`src/rtl/plm_defs.vh`:
```
// Purpose: Shared constants for the link and mode control block
// Assumes: 100 MHz core clock
// Notes:   Offsets are byte addresses on a 32-bit Avalon-MM slave
`ifndef PLM_DEFS_VH
`define PLM_DEFS_VH

// ==========================================================
// Register offsets
`define PLM_OFS_CTRL     4'h0
`define PLM_OFS_STATUS   4'h4
`define PLM_OFS_STATOUT  4'h8
`define PLM_OFS_REMOTE   4'hC

// ==========================================================
// Control register fields
`define PLM_C_NEGOTIATION_STRAP_PIN_EN    0
`define PLM_C_NEGOTIATION_STRAP_PIN_RST   1
`define PLM_C_SPEED      2
`define PLM_C_DUPLEX     3
`define PLM_C_LINK_DIS   4
`define PLM_C_APOL_DIS   5
`define PLM_CTRL_RST     6'h01

// ==========================================================
// Status fields (status and status output share layout)
`define PLM_S_LINK       0
`define PLM_S_ACK        1
`define PLM_S_JABBER     2
`define PLM_S_SPEED      3
`define PLM_S_DUPLEX     4
`define PLM_S_REVPOL     5

// ==========================================================
// Advertisement and ability bits
`define PLM_ADV_RST      16'h01E1
`define PLM_AB_10HD      5
`define PLM_AB_10FD      6
`define PLM_AB_100HD     7
`define PLM_AB_100FD     8

// ==========================================================
// Timing
`define PLM_CLK_MHZ      100
`define PLM_BREAK_MS     1200
`define PLM_LOSS_MS      50
`define PLM_JAB_MS       20
`define PLM_UNJAB_MS     250

`endif

```
`src/rtl/plm_link_ctrl.v`:
```
// Purpose: Per-channel link integrity, negotiation and mode control
// Assumes: Line front end delivers decoded pulse events on this clock
// Notes:   Avalon-MM slave, one wait state per access
//
// Contract
// - Reset, restart or link fail start negotiation
// - Negotiation needs control bit and strap high
// - Enable or restart: silent break, then negotiate
// - Forced mode: speed and duplex from control
// - Restart bit launches negotiation at once
// - Plain partner signal selects matching mode
// - Partner bursts: send our advertisement word
// - Partner word stored in remote register
// - Burst word is sixteen bits wide
// - Priority resolution sets speed, duplex, integrity
// - Result shown in speed and duplex bits
// - Acknowledge bit shows negotiation progress
// - 10M: send and use normal link pulses
// - 100M: link from squelch and descrambler lock
// - Link bits and indicator follow link pass
// - Link disable forces pass and control modes
// - No jabber detection at 100M
// - 10M jabber: idle line, collision, status bits
// - Bad idle pulse polarity sets bit, inverts
// - Full duplex: no collision except in jabber, no carrier loopback
// - Forced duplex from control bit or strap
// - Duplex bit and indicator one show full
//
// Chosen here: the register addresses and the Avalon-MM register port.
`include "plm_defs.vh"

module plm_link_ctrl #(
    parameter BREAK_CYC = `PLM_BREAK_MS * 1000 * `PLM_CLK_MHZ,
    parameter LOSS_CYC  = `PLM_LOSS_MS * 1000 * `PLM_CLK_MHZ,
    parameter JAB_CYC   = `PLM_JAB_MS * 1000 * `PLM_CLK_MHZ,
    parameter UNJAB_CYC = `PLM_UNJAB_MS * 1000 * `PLM_CLK_MHZ,
    parameter [15:0] ADV_RST = `PLM_ADV_RST
) (
    input  wire        clock,                 // Core clock
    input  wire        reset,                 // Sync reset, high
    input  wire        ce,                    // Clock enable
    input  wire [3:0]  address,               // Avalon byte address
    input  wire        read,                  // Avalon read
    input  wire        write,                 // Avalon write
    input  wire [31:0] writedata,             // Avalon write data
    output reg  [31:0] readdata,              // Avalon read data
    output reg         waitrequest,           // Avalon wait
    input  wire        negotiation_strap_pin, // Negotiation strap
    input  wire        duplex_strap_pin,      // Forced duplex strap
    input  wire        rx_nlp,                // Normal link pulse seen
    input  wire        rx_flp_valid,          // Burst word received
    input  wire [15:0] rx_flp_word,           // Received burst word
    input  wire        rx_100_ok,             // Squelch and lock good
    input  wire        rx_activity,           // Receive carrier
    input  wire        soi_seen,              // Start of idle pulse seen
    input  wire        soi_pol_bad,           // That pulse was inverted
    input  wire        tx_en,                 // MAC transmit enable
    output reg         tx_quiet,              // Halt all transmission
    output reg         tx_send_nlp,           // Send normal link pulses
    output reg         tx_send_flp,           // Send burst word
    output reg  [15:0] tx_flp_word,           // Word to send
    output reg         tx_force_idle,         // Jabber idle force
    output reg         link_pass,             // Link pass state
    output reg         speed_100,             // 100M mode
    output reg         full_duplex,           // Full duplex mode
    output reg         col_out,               // Collision
    output reg         crs_loop,              // Transmit to carrier loop
    output reg         rx_invert,             // Invert receive data
    output reg         indicator_link_n,      // Low in link pass
    output reg         indicator_pin_one_n    // Low in full duplex
);
    // ==========================================================
    // States
    localparam [2:0] ST_BREAK = 3'd0;
    localparam [2:0] ST_ABIL  = 3'd1;
    localparam [2:0] ST_CHECK = 3'd2;
    localparam [2:0] ST_PASS  = 3'd3;
    localparam [2:0] ST_FAIL  = 3'd4;

    // ==========================================================
    // Priority resolution: {found, speed100, full}
    function [2:0] resolve;
        input [15:0] a;
        input [15:0] b;
        reg   [15:0] c;
        begin
            c = a & b;
            if (c[`PLM_AB_100FD])
                resolve = 3'b111;
            else if (c[`PLM_AB_100HD])
                resolve = 3'b110;
            else if (c[`PLM_AB_10FD])
                resolve = 3'b101;
            else if (c[`PLM_AB_10HD])
                resolve = 3'b100;
            else
                resolve = 3'b000;
        end
    endfunction

    // ==========================================================
    // Registers
    reg  [2:0]  state_q;
    reg  [5:0]  ctrl_q;
    reg  [15:0] adv_q;
    reg  [15:0] remote_q;
    reg         neg_speed_q;
    reg         neg_full_q;
    reg         ack_q;
    reg         jab_q;
    reg         jab_sticky_q;
    reg         revpol_q;
    reg         negotiation_strap_pin_on_q;
    reg         restart_q;
    reg  [1:0]  settle_q;

    wire        negotiation_strap_pin_strap_s;
    wire        duplex_strap_pin_strap_s;
    wire        brk_done;
    wire        loss_done;
    wire        jab_done;
    wire        unjab_done;
    wire [2:0]  res;
    wire        negotiation_strap_pin_on;
    wire        lnk_dis;
    wire        spd;
    wire        fdx;
    wire        lnk;
    wire        acc;
    wire        wr_ctrl;

    plm_sync #(.W(2)) u_sync (
        .clock (clock),
        .reset (reset),
        .ce    (ce),
        .d     ({negotiation_strap_pin, duplex_strap_pin}),
        .q     ({negotiation_strap_pin_strap_s, duplex_strap_pin_strap_s})
    );

    assign negotiation_strap_pin_on = ctrl_q[`PLM_C_NEGOTIATION_STRAP_PIN_EN] & negotiation_strap_pin_strap_s;
    assign lnk_dis = ctrl_q[`PLM_C_LINK_DIS];
    assign res     = resolve(adv_q, rx_flp_word);
    assign spd     = (lnk_dis | !negotiation_strap_pin_on) ? ctrl_q[`PLM_C_SPEED]
                                          : neg_speed_q;
    assign fdx     = (lnk_dis | !negotiation_strap_pin_on)
                   ? (ctrl_q[`PLM_C_DUPLEX] | duplex_strap_pin_strap_s)
                   : neg_full_q;
    assign lnk     = lnk_dis | (state_q == ST_PASS);
    assign acc     = (read | write) & waitrequest;
    assign wr_ctrl = acc & write & (address == `PLM_OFS_CTRL);

    // ==========================================================
    // Timers
    plm_timer #(.LIMIT(BREAK_CYC)) u_brk (
        .clock (clock),
        .reset (reset),
        .ce    (ce),
        .run   (state_q == ST_BREAK),
        .done  (brk_done)
    );

    // No pulse or carrier for the loss time drops a 10M link
    plm_timer #(.LIMIT(LOSS_CYC)) u_loss (
        .clock (clock),
        .reset (reset),
        .ce    (ce),
        .run   ((state_q == ST_CHECK || state_q == ST_PASS) && !spd
                && !rx_nlp && !rx_activity),
        .done  (loss_done)
    );

    plm_timer #(.LIMIT(JAB_CYC)) u_jab (
        .clock (clock),
        .reset (reset),
        .ce    (ce),
        .run   (tx_en & !spd & !jab_q),
        .done  (jab_done)
    );

    plm_timer #(.LIMIT(UNJAB_CYC)) u_unjab (
        .clock (clock),
        .reset (reset),
        .ce    (ce),
        .run   (jab_q & !tx_en),
        .done  (unjab_done)
    );

    // ==========================================================
    // Negotiation and link state machine
    always @(posedge clock) begin
        if (reset) begin
            state_q     <= ST_BREAK;
            remote_q    <= 16'h0000;
            neg_speed_q <= 1'b0;
            neg_full_q  <= 1'b0;
            ack_q       <= 1'b0;
            negotiation_strap_pin_on_q   <= 1'b0;
            settle_q    <= 2'h0;
        end else if (ce) begin
            negotiation_strap_pin_on_q <= negotiation_strap_pin_on;
            // Synced straps read low for two edges after reset
            if (settle_q != 2'h2)
                settle_q <= settle_q + 2'h1;
            if (restart_q || (negotiation_strap_pin_on && !negotiation_strap_pin_on_q)) begin
                state_q <= ST_BREAK;
                ack_q   <= 1'b0;
            end else begin
                case (state_q)
                    ST_BREAK: begin
                        // No skip before straps settle: it would cut the break
                        if (!negotiation_strap_pin_on && settle_q == 2'h2)
                            state_q <= ST_CHECK;
                        else if (brk_done)
                            state_q <= ST_FAIL;
                    end
                    ST_ABIL: begin
                        if (!negotiation_strap_pin_on) begin
                            state_q <= ST_CHECK;
                        end else if (rx_flp_valid) begin
                            remote_q <= rx_flp_word;
                            if (res[2]) begin
                                neg_speed_q <= res[1];
                                neg_full_q  <= res[0];
                                ack_q       <= 1'b1;
                                state_q     <= ST_CHECK;
                            end
                        end else if (rx_100_ok) begin
                            neg_speed_q <= 1'b1;
                            neg_full_q  <= 1'b0;
                            state_q     <= ST_CHECK;
                        end else if (rx_nlp) begin
                            neg_speed_q <= 1'b0;
                            neg_full_q  <= 1'b0;
                            state_q     <= ST_CHECK;
                        end
                    end
                    ST_CHECK: begin
                        if (spd ? rx_100_ok : rx_nlp)
                            state_q <= ST_PASS;
                        else if (!spd && loss_done)
                            state_q <= ST_FAIL;
                    end
                    ST_PASS: begin
                        if (spd ? !rx_100_ok : loss_done)
                            state_q <= ST_FAIL;
                    end
                    ST_FAIL: begin
                        ack_q   <= 1'b0;
                        state_q <= negotiation_strap_pin_on ? ST_ABIL : ST_CHECK;
                    end
                    default: state_q <= ST_BREAK;
                endcase
            end
        end
    end

    // ==========================================================
    // Jabber and polarity
    always @(posedge clock) begin
        if (reset) begin
            jab_q        <= 1'b0;
            jab_sticky_q <= 1'b0;
            revpol_q     <= 1'b0;
        end else if (ce) begin
            if (spd)
                jab_q <= 1'b0;
            else if (jab_done)
                jab_q <= 1'b1;
            else if (unjab_done)
                jab_q <= 1'b0;
            // Set wins over the clear-on-read
            if (jab_q && !spd)
                jab_sticky_q <= 1'b1;
            else if (acc && read && address == `PLM_OFS_STATUS)
                jab_sticky_q <= 1'b0;
            if (spd)
                revpol_q <= 1'b0;
            else if (soi_seen)
                revpol_q <= soi_pol_bad;
        end
    end

    // ==========================================================
    // Avalon-MM slave: request answered one cycle after it rises
    always @(posedge clock) begin
        if (reset) begin
            waitrequest <= 1'b1;
            readdata    <= 32'h0000_0000;
            ctrl_q      <= `PLM_CTRL_RST;
            adv_q       <= ADV_RST;
            restart_q   <= 1'b0;
        end else if (ce) begin
            waitrequest <= !acc;
            restart_q   <= wr_ctrl & writedata[`PLM_C_NEGOTIATION_STRAP_PIN_RST];
            if (wr_ctrl)
                ctrl_q <= writedata[5:0] & 6'h3D;
            if (acc && write && address == `PLM_OFS_REMOTE)
                adv_q <= writedata[15:0];
            if (acc && read) begin
                case (address)
                    `PLM_OFS_CTRL:    readdata <= {26'h000_0000, ctrl_q};
                    `PLM_OFS_STATUS:  readdata <= {29'h0000_0000,
                                                   jab_sticky_q, ack_q, lnk};
                    `PLM_OFS_STATOUT: readdata <= {26'h000_0000, revpol_q,
                                                   fdx, spd, jab_q,
                                                   ack_q, lnk};
                    `PLM_OFS_REMOTE:  readdata <= {adv_q, remote_q};
                    default:          readdata <= 32'h0000_0000;
                endcase
            end
        end
    end

    // ==========================================================
    // Registered outputs
    always @(posedge clock) begin
        if (reset) begin
            tx_quiet            <= 1'b1;
            tx_send_nlp         <= 1'b0;
            tx_send_flp         <= 1'b0;
            tx_flp_word         <= 16'h0000;
            tx_force_idle       <= 1'b0;
            link_pass           <= 1'b0;
            speed_100           <= 1'b0;
            full_duplex         <= 1'b0;
            col_out             <= 1'b0;
            crs_loop            <= 1'b0;
            rx_invert           <= 1'b0;
            indicator_link_n    <= 1'b1;
            indicator_pin_one_n <= 1'b1;
        end else if (ce) begin
            tx_quiet    <= !lnk_dis && state_q == ST_BREAK;
            tx_send_flp <= !lnk_dis && state_q == ST_ABIL;
            tx_flp_word <= adv_q;
            tx_send_nlp <= !spd && (lnk_dis || state_q == ST_CHECK
                           || state_q == ST_PASS);
            tx_force_idle <= jab_q;
            link_pass   <= lnk;
            speed_100   <= spd;
            full_duplex <= fdx;
            col_out     <= jab_q | (!fdx && lnk && tx_en
                           && rx_activity);
            crs_loop    <= tx_en && !fdx && lnk && !jab_q;
            rx_invert   <= revpol_q & !ctrl_q[`PLM_C_APOL_DIS];
            indicator_link_n    <= !lnk;
            indicator_pin_one_n <= !fdx;
        end
    end
endmodule // plm_link_ctrl

```
`src/rtl/plm_sync.v`:
```
// Purpose: Two-flop synchroniser for pin levels
// Assumes: Inputs are asynchronous levels
// Notes:   First stage feeds only the second stage
module plm_sync #(
    parameter W = 1
) (
    input  wire         clock,   // Core clock
    input  wire         reset,   // Sync reset
    input  wire         ce,      // Clock enable
    input  wire [W-1:0] d,       // Async input
    output reg  [W-1:0] q        // Synchronised level
);
    reg [W-1:0] meta_q;

    always @(posedge clock) begin
        if (reset) begin
            meta_q <= {W{1'b0}};
            q      <= {W{1'b0}};
        end else if (ce) begin
            meta_q <= d;
            q      <= meta_q;
        end
    end
endmodule // plm_sync

```
`src/rtl/plm_timer.v`:
```
// Purpose: Run-while-high interval timer
// Assumes: LIMIT at least 1
// Notes:   Clears whenever run drops; done saturates
module plm_timer #(
    parameter LIMIT = 32'd100
) (
    input  wire clock,   // Core clock
    input  wire reset,   // Sync reset
    input  wire ce,      // Clock enable
    input  wire run,     // Count while high
    output reg  done     // Interval elapsed
);
    reg [31:0] cnt_q;

    always @(posedge clock) begin
        if (reset) begin
            cnt_q <= 32'h0000_0000;
            done  <= 1'b0;
        end else if (ce) begin
            if (!run) begin
                cnt_q <= 32'h0000_0000;
                done  <= 1'b0;
            end else if (cnt_q >= LIMIT - 32'd1) begin
                done  <= 1'b1;
            end else begin
                cnt_q <= cnt_q + 32'd1;
            end
        end
    end
endmodule // plm_timer

```
`config.mk`:
```
export PLATFORM = sky130hd
export DESIGN_NAME = plm_link_ctrl
export DESIGN_NICKNAME = d
export VERILOG_FILES = /design/src/rtl/plm_link_ctrl.v /design/src/rtl/plm_sync.v /design/src/rtl/plm_timer.v
export VERILOG_INCLUDE_DIRS = /design/src /design/src/rtl
export SDC_FILE = /design/constraint.sdc
export NUM_CORES = 1
export LEC_CHECK = 0
export BUFFER_PORTS_ARGS = -buffer_cell sky130_fd_sc_hd__clkbuf_2
export CAP_MARGIN = 5
export CORE_MARGIN = 2
export CORE_UTILIZATION = 45
export CTS_CLUSTER_DIAMETER = 30
export DETAILED_ROUTE_END_ITERATION = 7
export PLACE_DENSITY = 0.72
export SYNTH_ARGS = -nofsm -noshare
export SYNTH_HDL_FRONTEND = slang
export SYNTH_HIERARCHICAL = 1
export SYNTH_SLANG_ARGS = --single-unit
```
`constraint.sdc`:
```
create_clock -name clock -period 3.6 [get_ports clock]
set_input_delay 0.36 -clock clock [delete_from_list [all_inputs] [get_ports clock]]
set_output_delay 0.36 -clock clock [all_outputs]
set_load 0.005 [all_outputs]
```
==> results of run 1 <==
-- critical path, stage by stage, from the launching register on --
cell     delay [ns]
dfxtp_1        0.51
and4b_1        0.27
a21o_1         0.27
nor3b_1        0.23
buf_4          0.18
inv_1          0.09
nor2_1         0.40
nand2_1        0.17
or4_1          0.52
nand3_1        0.12
-- cells in the mapped netlist, drive strengths merged (24+ instances only) --
master,n
dfxtp,247
nand2,166
nor2,148
a21oi,74
mux2i,65
clkbuf,61
nand3,57
nand2b,43
nand4,43
a31oi,40
o21ai,36
or4,36
a22oi,33
nor4,30
o211ai,29
buf,24
-- sequential cells by signal (all words and copies together) (netlist names), 2 cells and up --
register / count
readdata: 32
remote_q: 16
u_jab/cnt_q: 32
u_loss/cnt_q: 32
settle_q: 2
u_unjab/cnt_q: 32
u_sync/meta_q: 2
adv_q: 16
tx_flp_word: 16
u_brk/cnt_q: 32
u_sync/q: 2
state_q: 3
ctrl_q: 5
-- cell families after synthesis --
family                     after synthesis  share of synthesized area
xor gates and xnor gates                 2                   0.001478
DFF                                    247                     0.4171
buffers and inverters                  105                    0.03978
adders and majority gates                5                   0.005276
and+or+nand+nor                        661                     0.3014
muxes                                   67                    0.05772
AOI/OAI and AO/OA                      302                     0.1773
-- worst max-delay path by stage --
stage                            from                      endpoint  slack, ns  cells after the start
4_1_cts        ctrl_q[4]$_SDFFE_PP0P_  u_jab/cnt_q[10]$_SDFFE_PP0P_       0.79                      9
3_5_place_dp   ctrl_q[4]$_SDFFE_PP0P_  u_jab/cnt_q[10]$_SDFFE_PP0P_       0.88                      9
3_3_place_gp   ctrl_q[4]$_SDFFE_PP0P_  u_jab/cnt_q[10]$_SDFFE_PP0P_       0.89                      9
5_1_grt        ctrl_q[4]$_SDFFE_PP0P_  u_jab/cnt_q[10]$_SDFFE_PP0P_       0.59                      9
2_1_floorplan  ctrl_q[4]$_SDFFE_PP0P_  u_jab/cnt_q[10]$_SDFFE_PP0P_       0.99                      9
6_report       ctrl_q[4]$_SDFFE_PP0P_  u_jab/cnt_q[10]$_SDFFE_PP0P_       0.77                      9
-- metrics by stage --
step	std cells	instance area, um2
final	1867	14460
after global routing	1867	14460
after CTS	1867	14460
after detailed placement	1769	12600
after global placement	1769	12600
after floorplan	1389	11860
-- cell usage in the layout (no fill, tap or decap), types with 6 or more instances in the layout --
cell        count
inv_1          20
nand2b_1       43
nand2_1       164
clkinv_2       11
and4_1         10
nand3b_1       10
nand4_1        43
a22oi_1        33
a31oi_1        40
bufinv_16       8
a211oi_1        6
o311ai_1        7
clkbuf_2      108
mux2i_1        65
o21ai_0        31
nor4_2          8
o31ai_1        12
o211ai_1       27
a21o_1          6
or4b_1         10
nor4_1         19
nor2_1        146
and3_1         18
and2_1         21
a21oi_1        74
dfxtp_1       247
or4_1          31
or3_1          14
nor3_1         22
o311ai_0       11
clkinvlp_4      9
nor2b_1         8
nand3_1        56
buf_4          21
clkbuf_16      53
-- power groups by stage --
| stage | Clock [mW] | Combinational [mW] | Sequential [mW] |
|---|---|---|---|
| after floorplan | 0 | 0.309 | 2.85 |
| after global placement | 0 | 0.453 | 2.87 |
| after detailed placement | 0 | 0.456 | 2.87 |
| after CTS | 5.02 | 0.460 | 2.82 |
| after global routing | 5.17 | 0.511 | 2.82 |
| final | 4.95 | 0.463 | 2.82 |
-- cell type report --
cell class                      count  area (um2)  share of cell area
Clock buffer                       62        1400             0.09680
Inverter                           20       75.07            0.005190
Timing Repair Buffer              130       709.4             0.04905
Sequential cell                   247        4945              0.3419
Clock inverter                     36       461.7             0.03192
Multi-Input combinational cell   1037        6454              0.4462
Tap cell                          335       419.2             0.02898
-- per-layer routing --
| metal | up-vias | wire length, um | share of wire |
|---|---|---|---|
| met3 | 53 | 1634 | 0.053 |
| met4 | 0 | 620 | 0.020 |
| met5 | - | 0 | 0 |
| met1 | 5280 | 13920 | 0.45 |
| met2 | 320 | 14600 | 0.47 |
| li1 | 5376 | - | - |
==> impl_metrics.csv, run 1 <==
group,metric,value,unit
routing,routed_wl,30770,um
synth,synth-main-ff-cell,"dfxtp_1",
timing,max_freq,0.3529,GHz
clocking,cts_tree,"built",
global_routing,grt_pass1_vias,10569,
global_routing,grt_busiest_layer,"met2",
routing,post_drt_wl_per_cell,16.48,um
routing,drtAntennaViolNets,0,
critical_path,crit_type,"flop to flop",
global_routing,antenna_found_initial,0,
power_and_ir_drop,cell_internal_pwr,6.295,mW
global_routing,grt_pass1_wl,50990,um
global_routing,met1_usage,0.2791,
synth,yosysSeqAreaShare,0.4171,
floorplanning,ios,127,
timing,max_slew_margin,0.3853,
clocking,clock_sinks,247,
power_and_ir_drop,p_clk_frac,0.602,
timing,hold_viol,0,
global_routing,grt.met2_usage,0.3577,
placement,routabilityCongestion,0.8786,
placement,pre_cts_ws,0.8756,ns
synth,synth_fp_nets,1460,
clocking,insertion_delay,0.57,ns
critical_path,ff2ff_path_depth,9,
floorplanning,dieArea,0.02766,mm2
power_and_ir_drop,cellPowerDensity,569.1,mW/mm2
synth,yosys.area.top_type,"dfxtp_1",
min_path,hp-start,"writedata[8]",
timing,layout_setup_ws,0.7661,ns
timing,tns,0,ns
critical_path,crit_arrival,3.33,ns
clocking,cts_resized,0,
final_layout,antennaDiodeCount,0,
synth,synthTopCellsByArea,"dfxtp_1, mux2i_1, nand2_1, nor2_1, a21oi_1",
critical_path,worst-r2r-setup-slack,0.77,ns
power_and_ir_drop,p_leak,5.313,nW
timing,hold_ws,0.01627,ns
floorplanning,die_y,166.3,um
clocking,clockRootBuffer,"clkbuf_16",
global_routing,grt_remaining_overflow,0,
power_and_ir_drop,power,8.231,mW
min_path,worstHoldPathCells,3,
routing,drt_iter0_markers,969,
power_and_ir_drop,swShare,0.2352,
critical_path,required,4.10,ns
synth,synth.cell_area,0.01186,mm2
critical_path,r2r-end,"u_jab/cnt_q[10]$_SDFFE_PP0P_",
routing,drc_errors,0,
timing,fin_crit,2.834,ns
timing,maxSlewViolCount,0,
clocking,clkTransAtPathRegs,0.05,ns
timing,min_period_over_period,0.7872,
placement,dp_hpwl,19860,um
floorplanning,coreArea,0.02598,mm2
global_routing,use_met3,0.03956,
power_and_ir_drop,p_switching,1.936,mW
synth,synth_top_area_frac,0.4171,
power_and_ir_drop,p_seq_frac,0.342,
final_layout,drive_gt1_frac,0.1762,
timing,rsz0062_at_grt,"no",
timing,worst_pin_slew,0.8988,ns
floorplanning,rows,59,
final_layout,fin_util,0.5566,
final_layout,nFillCells,2309,
final_layout,area_delta_synth_final,21.99,%
critical_path,worst_setup_path_end_kind,"flop",
routing,vias,11029,
clocking,cts_max_level,2,
clocking,cts_hold_buffers,0,
synth,synth_seq_cells,247,
power_and_ir_drop,combinationalPowerShare,0.056,
synth,async_flop_share,0,
floorplanning,fp.dieW,166.3,um
synth,avgSynthCellArea,8.536,um2
critical_path,cp-start-kind,"flop",
placement,io_buffers,110,
routing,vias_per_cell,5.907,
timing,setup_viol,0,
synth,yosys.cell_types.count,85,
global_routing,grt_max_degree,106,
routing,dr.pass1.iters,7,
clocking,post-cts-setup-buffers,0,
power_and_ir_drop,ir_drop,0.0006342,V
min_path,hold_path.class,"input port to flop",
clocking,cts_buffers,53,
outcome,status,"finished, final reports clean",
min_path,holdPathEnd,"adv_q[8]$_SDFFE_PP1P_",
clocking,clk_path_buf_depth,3,
synth,synth_edf_count,0,
timing,clock_skew,0.04158,ns
job,maxCapViolCount,0,
synth,synth_cells,1389,
floorplanning,initial_utilization,0.4563,
critical_path,regToRegStartpoint,"ctrl_q[4]$_SDFFE_PP0P_",
final_layout,final_net_count,1560,
critical_path,path_max_fanout,9,
synth,yosys_warnings,6,
global_routing,grt_usage,0.2148,
(Power assumes the default switching activity.)
==> run 2, diff against run 1 <==
==> constraint.sdc (replaced) <==
create_clock -name clock -period 2.8 [get_ports clock]
set_input_delay 0.28 -clock clock [delete_from_list [all_inputs] [get_ports clock]]
set_output_delay 0.28 -clock clock [all_outputs]
set_load 0.005 [all_outputs]
==> run 2 against run 1 <==
  * Maximum frequency up 8.1%
  * Via count increased by 1.8%
  * Total power increased by 34%
  * Global-route usage grew 0.15 points
  * Cell area is 3.7% higher
  * Combinational power is 40% higher
  * Final cell count is 2.4% higher
  * Highest routed layer unchanged
==> impl_metrics.csv, run 2 (synthesis gave the netlist of run 1 again) <==
group,metric,value,unit
placement,io_buffers,110,
clocking,post-cts-setup-buffers,0,
floorplanning,coreArea,0.02598,mm2
placement,pre_cts_ws,0.2134,ns
timing,worst_pin_slew,0.8223,ns
routing,post_drt_wl_per_cell,16.31,um
critical_path,crit_start,"ctrl_q[4]$_SDFFE_PP0P_",
min_path,worstHoldPathCells,3,
routing,drtAntennaViolNets,0,
floorplanning,rows,59,
clocking,cts_max_level,2,
power_and_ir_drop,p_seq_frac,0.327,
timing,layout_setup_ws,0.1785,ns
clocking,clockRootBuffer,"clkbuf_16",
clocking,cts_buffers,54,
power_and_ir_drop,cellPowerDensity,737.5,mW/mm2
power_and_ir_drop,combinationalPowerShare,0.059,
final_layout,antennaDiodeCount,0,
power_and_ir_drop,swShare,0.2454,
placement,dp_hpwl,20000,um
routing,dr.pass1.iters,6,
placement,dpl-instance-area,0.01271,mm2
final_layout,stdcell_area,0.01499,mm2
global_routing,grt_remaining_overflow,0,
timing,tns,0,ns
critical_path,worst_setup_path_end_kind,"flop",
timing,setup_viol,0,
timing,hold_viol,0,
global_routing,grt_pass1_wl,51490,um
timing,rsz0062_at_grt,"no",
routing,routed_wl,31160,um
timing,maxSlewViolCount,0,
critical_path,cp-start-kind,"flop",
final_layout,area_delta_synth_final,26.47,%
power_and_ir_drop,p_switching,2.713,mW
final_layout,final_cell_mix,"dfxtp_1, nand2_1, nor2_1",
final_layout,fin_util,0.5770,
critical_path,ff2ff_path_depth,7,
final_layout,nFillCells,2217,
clocking,clkTransAtPathRegs,0.05,ns
job,maxCapViolCount,0,
global_routing,grt_usage,0.2162,
timing,min_period_over_period,0.9362,
power_and_ir_drop,cell_internal_pwr,8.345,mW
final_layout,ff_latch_area,0.004945,mm2
clocking,clk_path_buf_depth,3,
routing,drt_iter0_markers,1091,
outcome,status,"finished, final reports clean",
floorplanning,die_y,166.3,um
critical_path,required,3.28,ns
final_layout,final_common_cell,"dfxtp_1",
floorplanning,ios,127,
timing,fin_crit,2.621,ns
clocking,insertion_delay,0.56,ns
critical_path,worst-r2r-setup-slack,0.18,ns
global_routing,grt_max_degree,66,
critical_path,crit_type,"flop to flop",
critical_path,r2r-end,"u_jab/cnt_q[9]$_SDFFE_PP0P_",
floorplanning,fp.dieW,166.3,um
timing,clock_skew,0.01882,ns
floorplanning,dieArea,0.02766,mm2
power_and_ir_drop,p_leak,5.563,nW
routing,drc_errors,0,
clocking,clock_sinks,247,
final_layout,final_net_count,1602,
critical_path,regToRegStartpoint,"ctrl_q[4]$_SDFFE_PP0P_",
min_path,hp-start,"tx_en",
routing,vias,11226,
final_layout,final_cells,1911,
timing,max_freq,0.3815,GHz
timing,max_slew_margin,0.4467,
final_layout,multi_input_area,0.006456,mm2
min_path,holdPathEnd,"col_out$_SDFFE_PP0P_",
clocking,cts_tree,"built",
placement,placed_cells,1780,
power_and_ir_drop,power,11.06,mW
global_routing,antenna_found_initial,0,
global_routing,grt_pass1_vias,10625,
critical_path,crit_arrival,3.10,ns
final_layout,drive_gt1_frac,0.1827,
timing,hold_ws,0.03454,ns
power_and_ir_drop,ir_drop,0.0005829,V
routing,vias_per_cell,5.874,
placement,routabilityCongestion,0.8479,
min_path,hold_path.class,"input port to flop",
critical_path,path_max_fanout,11,
floorplanning,initial_utilization,0.4563,
power_and_ir_drop,p_clk_frac,0.614,
## run 2: changes by cell type in the layout (fill, tap and decap cells not counted), sizes merged
cell	before	now
clkbuf	170	167
bufinv	8	9
dlygate4sd3	0	30
buf	22	33
inv	22	37
clkinvlp	9	6
clkinv	17	10
## run 2: worst max path at each step
| stage | end | slack (ns) | cells after the start |
|---|---|---|---|
| 6_report | u_jab/cnt_q[9]$_SDFFE_PP0P_ | 0.18 | 7 |
| 4_1_cts | u_jab/cnt_q[9]$_SDFFE_PP0P_ | 0.21 | 7 |
| 2_1_floorplan | u_jab/cnt_q[10]$_SDFFE_PP0P_ | 0.19 | 9 |
| 3_3_place_gp | u_jab/cnt_q[9]$_SDFFE_PP0P_ | 0.35 | 7 |
| 3_5_place_dp | u_jab/cnt_q[9]$_SDFFE_PP0P_ | 0.21 | 7 |
| 5_1_grt | u_jab/cnt_q[9]$_SDFFE_PP0P_ | 0.02 | 7 |
## run 2: worst max-delay path, cell delays in order, from the launching register on
cell     delay, ns
dfxtp_1       0.52
and4b_1       0.27
a21o_1        0.28
nor3b_1       0.33
inv_1         0.15
a21o_1        0.33
or4_1         0.54
o21ai_1       0.12
## run 2: per-layer routing
metal	wire length (um)	GRT usage	share of wire
met2	14560	0.3549	0.47
met3	1991	0.04051	0.064
met5	0	0	0
met1	13830	0.2872	0.44
met4	786	0.07309	0.025
## run 2: final cells by class
class | instances | share of cell area
Multi-Input combinational cell | 1037 | 0.4306
Clock buffer | 59 | 0.09337
Tap cell | 335 | 0.02795
Sequential cell | 247 | 0.3298
Clock inverter | 42 | 0.03880
Inverter | 20 | 0.005007
Timing Repair Buffer | 171 | 0.07452
## run 2: what timing repair did
item,CTS,global route
endpoints found under the setup margin,0,4
hold buffers,30,0
endpoints found under the hold margin,34,0
gates resized for setup,0,1
## run 2: power by group through the flow
stage	Sequential [mW]	Clock (mW)	Combinational (mW)
2_1_floorplan	3.67	0	0.397
3_3_place_gp	3.68	0	0.592
3_5_place_dp	3.68	0	0.602
4_1_cts	3.61	6.88	0.642
5_1_grt	3.62	7.06	0.705
6_report	3.62	6.79	0.647
==> run 3, diff against run 2 <==
--- a/config.mk
+++ b/config.mk
@@ -8,10 +8,12 @@
 export LEC_CHECK = 0
 export BUFFER_PORTS_ARGS = -buffer_cell sky130_fd_sc_hd__clkbuf_2
 export CAP_MARGIN = 5
+export CORE_ASPECT_RATIO = 1.2
 export CORE_MARGIN = 2
 export CORE_UTILIZATION = 45
 export CTS_CLUSTER_DIAMETER = 30
 export DETAILED_ROUTE_END_ITERATION = 7
+export MAX_ROUTING_LAYER = met4
 export PLACE_DENSITY = 0.72
 export SYNTH_ARGS = -nofsm -noshare
 export SYNTH_HDL_FRONTEND = slang
==> run 3 against run 2 <==
  * Sequential share of layout area increased by 0.73 points
  * Wire length decreased by 0.33%
  * Combinational power increased by 0.6%
  * Cell area decreased by 2.2%
  * Register-to-register slack improved by 0.14 ns
  * Sequential cell count unchanged
  * First-iteration DRC count decreased by 8.2%
  * Hold slack got worse by 0.025 ns
  * Clock-buffer cell count decreased by 4
  * Critical path type unchanged
  * Critical endpoint unchanged
  * Highest routed layer unchanged
==> impl_metrics.csv, run 3 (synthesis gave the netlist of run 1 again) <==
group,metric,value,unit
final_layout,final_cell_mix,"dfxtp_1, nand2_1, nor2_1",
critical_path,worst-r2r-setup-slack,0.31,ns
clocking,clockRootBuffer,"clkbuf_16",
floorplanning,ios,127,
floorplanning,dieArea,0.02767,mm2
clocking,cts_resized,0,
final_layout,fin_util,0.5619,
power_and_ir_drop,p_switching,2.411,mW
critical_path,cp-start-kind,"flop",
placement,io_buffers,110,
timing,rsz0062_at_grt,"no",
clocking,cts_hold_buffers,26,
timing,tns,0,ns
final_layout,final_common_cell,"dfxtp_1",
floorplanning,initial_utilization,0.4542,
clocking,post-cts-setup-buffers,0,
critical_path,crit_arrival,2.96,ns
final_layout,stdcell_area,0.01467,mm2
timing,max_slew_margin,0.4982,
global_routing,grt_pass1_wl,51630,um
routing,dr.pass1.iters,7,
outcome,status,"finished, final reports clean",
critical_path,crit_start,"ctrl_q[4]$_SDFFE_PP0P_",
final_layout,drive_gt1_frac,0.1749,
timing,setup_viol,0,
routing,drtAntennaViolNets,0,
critical_path,required,3.27,ns
power_and_ir_drop,p_seq_frac,0.358,
power_and_ir_drop,p_clk_frac,0.578,
timing,min_period_over_period,0.8878,
routing,vias_per_cell,5.925,
clocking,insertion_delay,0.55,ns
routing,vias,11240,
power_and_ir_drop,cellPowerDensity,688.8,mW/mm2
job,maxCapViolCount,0,
min_path,hp-start,"rx_flp_word[11]",
timing,fin_crit,2.486,ns
clocking,clock_sinks,247,
timing,worst_pin_slew,0.7338,ns
routing,routed_wl,31060,um
clocking,cts_buffers,45,
min_path,hold_path.class,"input port to flop",
clocking,cts_max_level,2,
global_routing,antenna_found_initial,1,
global_routing,grt_pass1_vias,10575,
clocking,cts_tree,"built",
power_and_ir_drop,combinationalPowerShare,0.064,
floorplanning,coreArea,0.02611,mm2
global_routing,grt_max_degree,78,
routing,drc_errors,0,
power_and_ir_drop,p_leak,5.416,nW
floorplanning,rows,65,
routing,post_drt_wl_per_cell,16.37,um
critical_path,worst_setup_path_end_kind,"flop",
placement,routabilityCongestion,0.8499,
power_and_ir_drop,cell_internal_pwr,7.694,mW
clocking,clkTransAtPathRegs,0.05,ns
routing,drt_iter0_markers,1001,
power_and_ir_drop,swShare,0.2386,
floorplanning,die_y,181.8,um
clocking,clk_path_buf_depth,3,
placement,dp_hpwl,20490,um
critical_path,crit_type,"flop to flop",
timing,clock_skew,0.02536,ns
timing,max_freq,0.4023,GHz
critical_path,regToRegStartpoint,"ctrl_q[4]$_SDFFE_PP0P_",
floorplanning,fp.dieW,152.2,um
global_routing,grt_usage,0.2233,
placement,dpl-instance-area,0.01274,mm2
final_layout,area_delta_synth_final,23.73,%
critical_path,path_max_fanout,9,
global_routing,grt_remaining_overflow,0,
timing,hold_viol,0,
timing,maxSlewViolCount,0,
final_layout,final_net_count,1595,
power_and_ir_drop,ir_drop,0.0004373,V
run 3: worst max-delay path: stages (launching register included):
cell,delay [ns]
dfxtp_1,0.50
and4b_1,0.27
a21o_1,0.26
nor3b_1,0.35
inv_1,0.18
a21o_1,0.23
or4_1,0.50
o21ai_1,0.13
run 3: power by group through the flow:
| stage | combinational, mW | clock [mW] | sequential, mW |
|---|---|---|---|
| finish | 0.651 | 5.84 | 3.62 |
| global route | 0.718 | 6.10 | 3.62 |
| CTS | 0.648 | 5.92 | 3.61 |
| detailed placement | 0.613 | 0 | 3.69 |
| global placement | 0.605 | 0 | 3.68 |
| floorplan | 0.397 | 0 | 3.67 |
run 3: worst paths after layout:
path | to | depth (start not counted)
worst max register to register | u_jab/cnt_q[9]$_SDFFE_PP0P_ | 7
worst min-delay path | remote_q[11]$_SDFFE_PP0P_ | 3
worst min register to register | u_loss/cnt_q[25]$_SDFFE_PP0P_ | 2
worst max-delay path | u_jab/cnt_q[9]$_SDFFE_PP0P_ | 7
run 3: layout make-up:
cell class | count | area, um2
multi-input cells | 1037 | 6454
clock buffers | 55 | 1214
flip-flops and latches | 247 | 4945
fillers | 2256 | 11440
diodes | 1 | 2.502
inverters | 20 | 75.07
repair buffers | 173 | 1110
well taps | 335 | 419.2
clock inverters | 29 | 451.7
run 3: per-layer routing:
metal	vias up	share of wire	global-route usage
li1	5437	-	-
met1	5385	0.43	0.2735
met2	347	0.49	0.3697
met3	71	0.052	0.03341
met4	0	0.027	0.09084
met5	-	0	-
run 3: metrics by stage:
step / cells / setup slack (ns) / total power, mW / hold WS, ns
after detailed placement: 1786 / 0.3486 / 4.298 / 0.4382
final: 1897 / 0.3142 / 10.11 / 0.009155
after global placement: 1786 / 0.4413 / 4.289 / 0.4330
after global routing: 1897 / 0.06347 / 10.44 / 0.007329
after CTS: 1896 / 0.3138 / 10.18 / 0.00009054
after floorplan: 1389 / 0.1913 / 4.068 / 0.3524
